`src/rstu_defs.svh`:
```
// Register map, field positions and timing constants of the reset unit
`ifndef RSTU_DEFS_SVH
`define RSTU_DEFS_SVH

// ****************************************
// Register indices, byte address is four times the index
// ****************************************
`define RSTU_IDX_FLAGS 6'h00
`define RSTU_IDX_SWREQ 6'h01
`define RSTU_IDX_KEY 6'h02
`define RSTU_KEY_IO_REGISTER_KEY 8'h5a
`define RSTU_UNLOCK_XFERS 3'h4

// ****************************************
// Field positions
// ****************************************
`define RSTU_FLG_POR 0
`define RSTU_FLG_BOR 1
`define RSTU_FLG_PIN 2
`define RSTU_FLG_WDT 3
`define RSTU_FLG_SW 4
`define RSTU_FLG_DBG 5
`define RSTU_FLG_W 6
`define RSTU_SOFT_RESET_TRIGGER_BIT 0
`define RSTU_SCAN_OFF 2'h3

// ****************************************
// Timing
// ****************************************
`define RSTU_CLK_PERIOD_NS 4
`define RSTU_PIN_FILT_NS 2000
`define RSTU_PIN_FILT_CYC ((`RSTU_PIN_FILT_NS + `RSTU_CLK_PERIOD_NS - 1) / `RSTU_CLK_PERIOD_NS)
`define RSTU_INIT_NS 64
`define RSTU_INIT_CYC ((`RSTU_INIT_NS + `RSTU_CLK_PERIOD_NS - 1) / `RSTU_CLK_PERIOD_NS)
`define RSTU_SUT_UNIT_NS 1000000
`define RSTU_SUT_UNIT_CYC ((`RSTU_SUT_UNIT_NS + `RSTU_CLK_PERIOD_NS - 1) / `RSTU_CLK_PERIOD_NS)
`define RSTU_SCAN_NS 100000
`define RSTU_SCAN_CYC ((`RSTU_SCAN_NS + `RSTU_CLK_PERIOD_NS - 1) / `RSTU_CLK_PERIOD_NS)

`endif

```
`src/rstu_pkg.sv`:
```
// Types of the reset unit
package rstu_pkg;

  typedef enum logic [1:0] {
    RSTU_HOLD,
    RSTU_INIT,
    RSTU_RUN
  } rstu_state_e;

  typedef struct packed {
    logic dbg;
    logic sw;
    logic wdt;
    logic pin;
    logic bor;
    logic por;
  } rstu_src_s;

endpackage

```
`src/rstu_top.sv`:
```
// Reset unit: source combining, pin filter, init timer, cause flags, APB slave
//
// Decided for this implementation: the APB slave port.
`include "rstu_defs.svh"

module rstu_top #(
  parameter int unsigned SUT_UNIT_CYC = `RSTU_SUT_UNIT_CYC,
  parameter int unsigned SCAN_CYC = `RSTU_SCAN_CYC
) (
  input wire logic sys_clk_i,
  input wire logic rst_n_i,
  input wire logic ce_i,
  input wire logic psel_i,
  input wire logic penable_i,
  input wire logic pwrite_i,
  input wire logic [7:0] paddr_i,
  input wire logic [31:0] pwdata_i,
  output logic [31:0] prdata_o,
  output logic pready_o,
  output logic pslverr_o,
  input wire logic por_req_i,
  input wire logic bod_req_i,
  input wire logic bod_level_ok_i,
  input wire logic rst_pin_n_i,
  input wire logic reset_pin_select_i,
  input wire logic wdt_timeout_i,
  input wire logic dbg_rst_req_i,
  input wire logic [2:0] startup_delay_select_i,
  input wire logic [1:0] memory_scan_source_i,
  output logic sys_rst_n_o,
  output logic fuse_reload_o,
  output logic bod_cfg_rst_n_o,
  output logic dbg_port_rst_n_o
);

  // ****************************************
  // Declarations
  // ****************************************
  rstu_pkg::rstu_state_e state_reg;
  rstu_pkg::rstu_src_s flags_reg;
  rstu_pkg::rstu_src_s flags_next;
  rstu_pkg::rstu_src_s src;
  logic bod_hold_reg;
  logic [15:0] filt_cnt_reg;
  logic pin_req_reg;
  logic sw_req_reg;
  logic [2:0] unlock_reg;
  logic [31:0] init_cnt_reg;
  logic [31:0] init_load;
  logic [31:0] prdata_reg;
  logic fuse_reload_reg;
  logic any_req;
  logic xfer_done;
  logic wr_done;
  logic addr_ok;
  logic [5:0] idx;

  // ****************************************
  // APB decode
  // ****************************************
  assign idx = paddr_i[7:2];
  assign addr_ok = (paddr_i[1:0] == 2'h0) &&
    (idx == `RSTU_IDX_FLAGS || idx == `RSTU_IDX_SWREQ || idx == `RSTU_IDX_KEY);
  assign xfer_done = psel_i && penable_i;
  assign wr_done = xfer_done && pwrite_i && addr_ok;
  assign pready_o = psel_i && penable_i;
  assign pslverr_o = xfer_done && !addr_ok;
  assign prdata_o = prdata_reg;

  // Read data captured in the setup phase
  always_ff @(posedge sys_clk_i or negedge rst_n_i)
  begin
    if (!rst_n_i)
      prdata_reg <= 32'h0;
    else if (ce_i && psel_i && !penable_i)
    begin
      if (idx == `RSTU_IDX_FLAGS && paddr_i[1:0] == 2'h0)
        prdata_reg <= {26'h0, flags_reg};
      else
        prdata_reg <= 32'h0;
    end
  end

  // ****************************************
  // Change protection window
  // ****************************************
  always_ff @(posedge sys_clk_i or negedge rst_n_i)
  begin
    if (!rst_n_i)
      unlock_reg <= 3'h0;
    else if (ce_i && xfer_done)
    begin
      if (wr_done && idx == `RSTU_IDX_KEY && pwdata_i[7:0] == `RSTU_KEY_IO_REGISTER_KEY)
        unlock_reg <= `RSTU_UNLOCK_XFERS;
      else if (unlock_reg != 3'h0)
        unlock_reg <= unlock_reg - 3'h1;
    end
  end

  // Soft reset trigger, a one-cycle request
  always_ff @(posedge sys_clk_i or negedge rst_n_i)
  begin
    if (!rst_n_i)
      sw_req_reg <= 1'b0;
    else if (ce_i)
      sw_req_reg <= wr_done && idx == `RSTU_IDX_SWREQ && unlock_reg != 3'h0 &&
        pwdata_i[`RSTU_SOFT_RESET_TRIGGER_BIT];
  end

  // ****************************************
  // Brown-out hold
  // ****************************************
  always_ff @(posedge sys_clk_i or negedge rst_n_i)
  begin
    if (!rst_n_i)
      bod_hold_reg <= 1'b0;
    else if (ce_i)
    begin
      if (bod_req_i)
        bod_hold_reg <= 1'b1;
      else if (bod_level_ok_i)
        bod_hold_reg <= 1'b0;
    end
  end

  // ****************************************
  // Reset pin filter
  // ****************************************
  always_ff @(posedge sys_clk_i or negedge rst_n_i)
  begin
    if (!rst_n_i)
    begin
      filt_cnt_reg <= 16'h0;
      pin_req_reg <= 1'b0;
    end
    else if (ce_i)
    begin
      if (!reset_pin_select_i || rst_pin_n_i)
      begin
        filt_cnt_reg <= 16'h0;
        pin_req_reg <= 1'b0;
      end
      else if (filt_cnt_reg == 16'(`RSTU_PIN_FILT_CYC - 1))
        pin_req_reg <= 1'b1;
      else
        filt_cnt_reg <= filt_cnt_reg + 16'h1;
    end
  end

  // ****************************************
  // Source combining
  // ****************************************
  always_comb
  begin
    src.por = por_req_i;
    src.bor = bod_req_i || bod_hold_reg;
    src.pin = pin_req_reg;
    src.wdt = wdt_timeout_i;
    src.sw = sw_req_reg;
    src.dbg = dbg_rst_req_i;
  end

  assign any_req = |src;

  // Initial count: base, start-up delay, optional memory scan
  assign init_load = 32'(`RSTU_INIT_CYC) +
    32'(startup_delay_select_i) * SUT_UNIT_CYC +
    ((memory_scan_source_i != `RSTU_SCAN_OFF) ? SCAN_CYC : 32'h0);

  // ****************************************
  // Sequencer
  // ****************************************
  always_ff @(posedge sys_clk_i or negedge rst_n_i)
  begin
    if (!rst_n_i)
    begin
      state_reg <= rstu_pkg::RSTU_HOLD;
      init_cnt_reg <= 32'h0;
    end
    else if (ce_i)
    begin
      if (any_req)
        state_reg <= rstu_pkg::RSTU_HOLD;
      else
      begin
        unique case (state_reg)
          rstu_pkg::RSTU_HOLD:
          begin
            state_reg <= rstu_pkg::RSTU_INIT;
            init_cnt_reg <= init_load;
          end
          rstu_pkg::RSTU_INIT:
          begin
            if (init_cnt_reg <= 32'h1)
              state_reg <= rstu_pkg::RSTU_RUN;
            else
              init_cnt_reg <= init_cnt_reg - 32'h1;
          end
          rstu_pkg::RSTU_RUN:
            state_reg <= rstu_pkg::RSTU_RUN;
        endcase
      end
    end
  end

  // Fuse reload pulse on entry to initialization
  always_ff @(posedge sys_clk_i or negedge rst_n_i)
  begin
    if (!rst_n_i)
      fuse_reload_reg <= 1'b0;
    else if (ce_i)
      fuse_reload_reg <= !any_req && state_reg == rstu_pkg::RSTU_HOLD;
  end

  assign fuse_reload_o = fuse_reload_reg;
  // Assert path is combinational from the requests, release from the sequencer
  assign sys_rst_n_o = (state_reg == rstu_pkg::RSTU_RUN) && !any_req;
  assign bod_cfg_rst_n_o = !src.por;
  assign dbg_port_rst_n_o = !(src.por || src.bor);

  // ****************************************
  // Cause flags
  // ****************************************
  always_comb
  begin
    flags_next = flags_reg;
    if (wr_done && idx == `RSTU_IDX_FLAGS)
      flags_next = flags_reg & ~pwdata_i[`RSTU_FLG_W-1:0];
    if (src.por)
      flags_next = 6'h01;
    else if (src.bor)
      flags_next = {4'h0, 1'b1, flags_next.por};
    else
      flags_next = flags_next | src;
  end

  always_ff @(posedge sys_clk_i or negedge rst_n_i)
  begin
    if (!rst_n_i)
      flags_reg <= 6'h0;
    else if (ce_i)
      flags_reg <= flags_next;
  end

  // ****************************************
  // Assertions
  // ****************************************
  a_sw_needs_key: assert property (@(posedge sys_clk_i) disable iff (!rst_n_i)
    ce_i && wr_done && idx == `RSTU_IDX_SWREQ && unlock_reg == 3'h0 |=> !sw_req_reg)
    else $error("soft reset taken without unlock");

  a_sw_immediate: assert property (@(posedge sys_clk_i) disable iff (!rst_n_i)
    ce_i && wr_done && idx == `RSTU_IDX_SWREQ && unlock_reg != 3'h0 && pwdata_i[`RSTU_SOFT_RESET_TRIGGER_BIT]
    |=> !sys_rst_n_o && sw_req_reg ##1 (flags_reg.sw || flags_reg.por || flags_reg.bor))
    else $error("soft reset not started at once");

  a_pin_filter: assert property (@(posedge sys_clk_i) disable iff (!rst_n_i)
    $rose(pin_req_reg) |-> $past(filt_cnt_reg) == 16'(`RSTU_PIN_FILT_CYC - 1))
    else $error("pin request before filter time");

  a_pin_disabled: assert property (@(posedge sys_clk_i) disable iff (!rst_n_i)
    !reset_pin_select_i && ce_i |=> !pin_req_reg)
    else $error("pin request while pin disabled");

  a_pin_holds: assert property (@(posedge sys_clk_i) disable iff (!rst_n_i)
    pin_req_reg && !rst_pin_n_i && reset_pin_select_i |-> !sys_rst_n_o)
    else $error("released while pin low");

  a_bod_hold: assert property (@(posedge sys_clk_i) disable iff (!rst_n_i)
    bod_hold_reg && !bod_level_ok_i |-> !sys_rst_n_o ##1 !sys_rst_n_o)
    else $error("released before supply recovered");

  a_wdt_reset: assert property (@(posedge sys_clk_i) disable iff (!rst_n_i)
    wdt_timeout_i |-> !sys_rst_n_o ##1 (state_reg != rstu_pkg::RSTU_RUN))
    else $error("watchdog did not reset");

  a_init_len: assert property (@(posedge sys_clk_i) disable iff (!rst_n_i)
    ce_i && !any_req && state_reg == rstu_pkg::RSTU_HOLD
    |=> state_reg == rstu_pkg::RSTU_INIT && init_cnt_reg == $past(init_load))
    else $error("init phase count wrong");

  a_por_flags: assert property (@(posedge sys_clk_i) disable iff (!rst_n_i)
    por_req_i && ce_i |=> flags_reg == 6'h01)
    else $error("power-on flags wrong");

  a_bor_flags: assert property (@(posedge sys_clk_i) disable iff (!rst_n_i)
    bod_req_i && !por_req_i && ce_i |=> flags_reg[5:1] == 5'h01)
    else $error("brown-out flags wrong");

  a_w1c_flags: assert property (@(posedge sys_clk_i) disable iff (!rst_n_i)
    ce_i && wr_done && idx == `RSTU_IDX_FLAGS && !any_req
    |=> flags_reg == ($past(flags_reg) & ~$past(pwdata_i[`RSTU_FLG_W-1:0])))
    else $error("write-one-to-clear wrong");

  a_domains: assert property (@(posedge sys_clk_i) disable iff (!rst_n_i)
    !bod_cfg_rst_n_o |-> !dbg_port_rst_n_o && !sys_rst_n_o)
    else $error("reset domains out of order");

  a_swreq_reads_zero: assert property (@(posedge sys_clk_i) disable iff (!rst_n_i)
    ce_i && psel_i && !penable_i && idx == `RSTU_IDX_SWREQ |=> prdata_o == 32'h0)
    else $error("trigger bit read nonzero");

  c_pin_reset: cover property (@(posedge sys_clk_i) disable iff (!rst_n_i)
    $rose(pin_req_reg));
  c_sw_reset: cover property (@(posedge sys_clk_i) disable iff (!rst_n_i)
    $rose(sw_req_reg));
  c_release: cover property (@(posedge sys_clk_i) disable iff (!rst_n_i)
    $rose(sys_rst_n_o));
  c_bod_reset: cover property (@(posedge sys_clk_i) disable iff (!rst_n_i)
    $fell(bod_hold_reg));

endmodule // rstu_top

```
`config.mk`:
```
export PLATFORM = sky130hd
export DESIGN_NAME = rstu_top
export DESIGN_NICKNAME = d
export VERILOG_FILES = /design/src/rstu_pkg.sv /design/src/rstu_top.sv
export VERILOG_INCLUDE_DIRS = /design/src /design/src/src
export SDC_FILE = /design/constraint.sdc
export NUM_CORES = 1
export LEC_CHECK = 0
export ABC_CLOCK_PERIOD_IN_PS = 2900
export BUFFER_PORTS_ARGS = -buffer_cell sky130_fd_sc_hd__buf_2
export CORE_MARGIN = 2
export CORE_UTILIZATION = 55
export CTS_BUF_LIST = sky130_fd_sc_hd__clkbuf_8
export CTS_CLUSTER_DIAMETER = 50
export DETAILED_ROUTE_END_ITERATION = 8
export PLACE_DENSITY_LB_ADDON = 0.25
export SETUP_SLACK_MARGIN = 0.5
export SLEW_MARGIN = 20
export SYNTH_ARGS = -nofsm -noshare
export SYNTH_HDL_FRONTEND = slang
export SYNTH_SLANG_ARGS = --single-unit
```
`constraint.sdc`:
```
create_clock -name sys_clk_i -period 2.9 [get_ports sys_clk_i]
set_clock_uncertainty 0.15 [all_clocks]
set_input_delay 0.435 -clock sys_clk_i [delete_from_list [all_inputs] [get_ports sys_clk_i]]
set_output_delay 0.435 -clock sys_clk_i [all_outputs]
set_load 0.01 [all_outputs]
```
==> results.yml <==
synth:
  synth_warnings: 0
  yosysSeqAreaShare_pct: 37.5
  synth-main-ff-cell: "sky130_fd_sc_hd__dfrtp_1"
  synthesis.area_per_instance_um2: 8.80
  synth.area.top_cells: "sky130_fd_sc_hd__dfrtp_1 (38%), sky130_fd_sc_hd__ha_1 (5.2%), sky130_fd_sc_hd__a21oi_1 (4.9%)"
  synth.distinct_cells: 54
  postSynthCellCount: 523
  post-synth-top-area-fraction_pct: 37.5
  synth-seq-cells: 69
  area_leader_netlist: "sky130_fd_sc_hd__dfrtp_1"
  cell_area_after_technology_mapping_um2: 4600
  synth_edf_count: 0
  synth-async-reset-ratio_pct: 100
clocking:
  htree_levels: 3
  numCtsBuffers: 9
  clkTransAtPathRegs_ns: 0.08
  tritoncts: "built"
  cts-root-to-sink-buffers: 2
  clock_latency_ns: 0.35
  ctsRootBufferMaster: "sky130_fd_sc_hd__clkbuf_8"
  cts.sinks: 69
drt:
  drtIter0Drc: 212
  drt_pass1_iterations: 5
  dr_drc_count: 0
  routed_wire_length_per_instance_um: 15.5
  ant_nets: 0
  detailroute.via_count: 4110
  drt-vias-per-instance: 5.75
  drt_wl_total_mm: 11.0
sta:
  final_max_slew_viol_count: 0
  max_freq_mhz: 376
  setup_violations: 0
  fin_crit_sh_pct: 91.6
  worstMarginPinSlew_ns: 0.551
  finalCriticalPeriod_ns: 2.66
  rsz_0062_raised_after_global_routing: "yes"
  fin_setup_tns_ns: 0
  timing.final.hold_violations: 0
  max_slew_margin_pct: 63.3
critical_path:
  worst_ep_required_time_ns: 2.98
  path_class: "flip-flop to flip-flop"
  path_max_fanout: 7
  startpoint_type_of_the_worst_setup_path: "flip-flop"
  critPathMostFrequentCell: "sky130_fd_sc_hd__or4_4"
  cpLargestDelayFamily: "simple AND/OR/NAND/NOR gates"
  path_buf_inv: 2
  crit_path_cell_trace: "or4_4 -> or4_4 -> o31ai_4 -> buf_4 -> and2_4 -> buf_6 -> a21oi_2 -> o22a_1"
  cp-end-kind: "flip-flop"
  worst-endpoint-arrival_ns: 2.74
  worst_path_max_delay_cell: "sky130_fd_sc_hd__or4_4"
  critical_path.max_stage_delay_ns: 0.55
final_layout:
  fillers: 623
  design.final.nets: 687
  area.sequential_um2: 1730
  footprint_of_the_multi_input_gates_um2: 2880
  final_common_cell: "sky130_fd_sc_hd__dfrtp_1"
  diodes: 0
  layout_common_cells: "sky130_fd_sc_hd__dfrtp_1 (68), sky130_fd_sc_hd__nand2_1 (44), sky130_fd_sc_hd__buf_2 (44)"
  layout-drive-gt1-share_pct: 26.6
  max_reg_flops: 32
  areaGrowthSynthToFinish_pct: 24.9
floorplan:
  floorplan.initialDensity_pct: 56.3
  die_w_um: 95.5
  io-pin-count: 96
  placeableCoreArea_um2: 8180
  row_count: 33
  fp.dieH_um: 95.5
  floorplan.die_area_um2: 9120
place:
  numPortBuffers: 45
  place_congestion: 0.833
  sum_of_net_half_perimeters_after_detailed_placement_mm: 7.18
grt:
  globalRouteOverflowTotal: 0
  grt_pass1_vias: 3838
  initial_antenna_violation_count: 0
  global_route.usage.total_pct: 24.4
  pin_count_of_the_biggest_net_entering_global_routing: 70
  wire_length_of_the_first_global_routing_pass_mm: 17.5
pwr:
  max-vdd-ir-drop_v: 0.000359
  p_leak_nw: 2.58
  power.total_mw: 3.21
  power.density_cell_area_nw_per_um2: 558
run:
  max_cap_viol_count: 0
status:
  outcome: "complete, no violations"
hold_path:
  min-delay-path-class: "primary input to flip-flop"
-- cell type report --
class | instances | share of cell area (%)
clock buffers | 11 | 2.63
multi-input cells | 408 | 50.0
flip-flops and latches | 69 | 30.0
well taps | 105 | 2.28
clock inverters | 5 | 1.85
repair buffers | 90 | 11.4
inverters | 27 | 1.76
-- metrics by stage --
step	area, µm²	hold WS, ns	util [%]	std cells	setup slack (ns)
CTS	5620	0.180	68.7	711	0.310
global route	5750	0.191	70.4	715	0.162
floorplan	4840	-0.0106	-	548	0.284
finish	5750	0.193	70.4	715	0.243
detailed placement	5100	0.329	62.4	677	0.0735
global placement	5100	0.314	62.4	677	0.0959
-- worst paths after layout --
path / from / to / slack, ns / cells after the start
max: init_cnt_reg[16]$_DFFE_PN0P_ / init_cnt_reg[10]$_DFFE_PN0P_ / 0.24 / 8
min: por_req_i / flags_reg[1]$_DFFE_PN0P_ / 0.19 / 2
max reg2reg: init_cnt_reg[16]$_DFFE_PN0P_ / init_cnt_reg[10]$_DFFE_PN0P_ / 0.24 / 8
min reg2reg: unlock_reg[0]$_DFFE_PN0P_ / unlock_reg[0]$_DFFE_PN0P_ / 0.34 / 1
max in group asynchronous: rst_n_i / init_cnt_reg[24]$_DFFE_PN0P_ / 1.79 / 3
min in group asynchronous: rst_n_i / filt_cnt_reg[9]$_DFFE_PN0P_ / 0.47 / 3
-- cell usage after synthesis, drive strengths merged, types with 2 or more instances --
cell type / count
a21oi: 45
a22o: 13
nor4b: 5
clkbuf: 14
nand2: 45
inv: 27
nand4: 8
a41oi: 2
or4: 7
o22ai: 9
o31ai: 7
ha: 19
o22a: 4
xor2: 13
dfrtp: 69
nor2b: 5
nand3b: 2
and2: 4
and3: 6
nor3: 11
nor3b: 2
or2: 3
o21ai: 27
or3: 19
o2111ai: 3
o32ai: 4
a31oi: 6
nor2: 40
buf: 31
a21o: 6
nor4: 9
and4: 5
nand3: 15
fa: 5
xnor2: 17
nand2b: 5
-- power breakdown --
group / leakage [nW] / switching [mW] / internal, mW
logic: 1.55 / 0.506 / 0.439
clock network: 0.126 / 0.383 / 0.620
registers: 0.904 / 0.160 / 1.10
total: 2.58 / 1.05 / 2.16
-- worst reg2reg max path: cells and delay by family (launching register included) --
kind / cells / cell delay (ns)
buffers and inverters: 2 / 0.30
AO/OA/AOI/OAI: 3 / 0.48
flip-flops: 1 / 0.39
AND/OR/NAND/NOR: 3 / 1.22
-- logic make-up (layout without fill, tap and decap cells) --
group	count (synthesis)	after routing	share of synthesized area [%]
flip-flops	69	69	37.5
other	1	26	0.0814
multiplexers	1	1	0.217
AO/OA/AOI/OAI	135	135	19.0
adder cells (fa/ha/maj)	24	24	7.34
buffers and inverters	72	133	8.26
XOR/XNOR	30	30	5.71
AND/OR/NAND/NOR	191	192	21.9
-- routing by layer --
metal / global-route usage, % / vias up / routed length (µm)
met1: 31.5 / 1972 / 4920
met2: 42.0 / 133 / 5440
met5: 0 / - / 0
met4: 7.86 / 0 / 137
li1: - / 1991 / -
met3: 3.72 / 14 / 553
-- what timing repair did --
item / CTS / global route
hold buffers: 1 / 0
pin swaps: 20 / 3
hold endpoints to repair: 69 / 0
resized for setup: 31 / 13
setup endpoints to repair: 33 / 34
gates cloned: 1 / 2
setup buffers: 16 / 2
(Power assumes the default switching activity.)
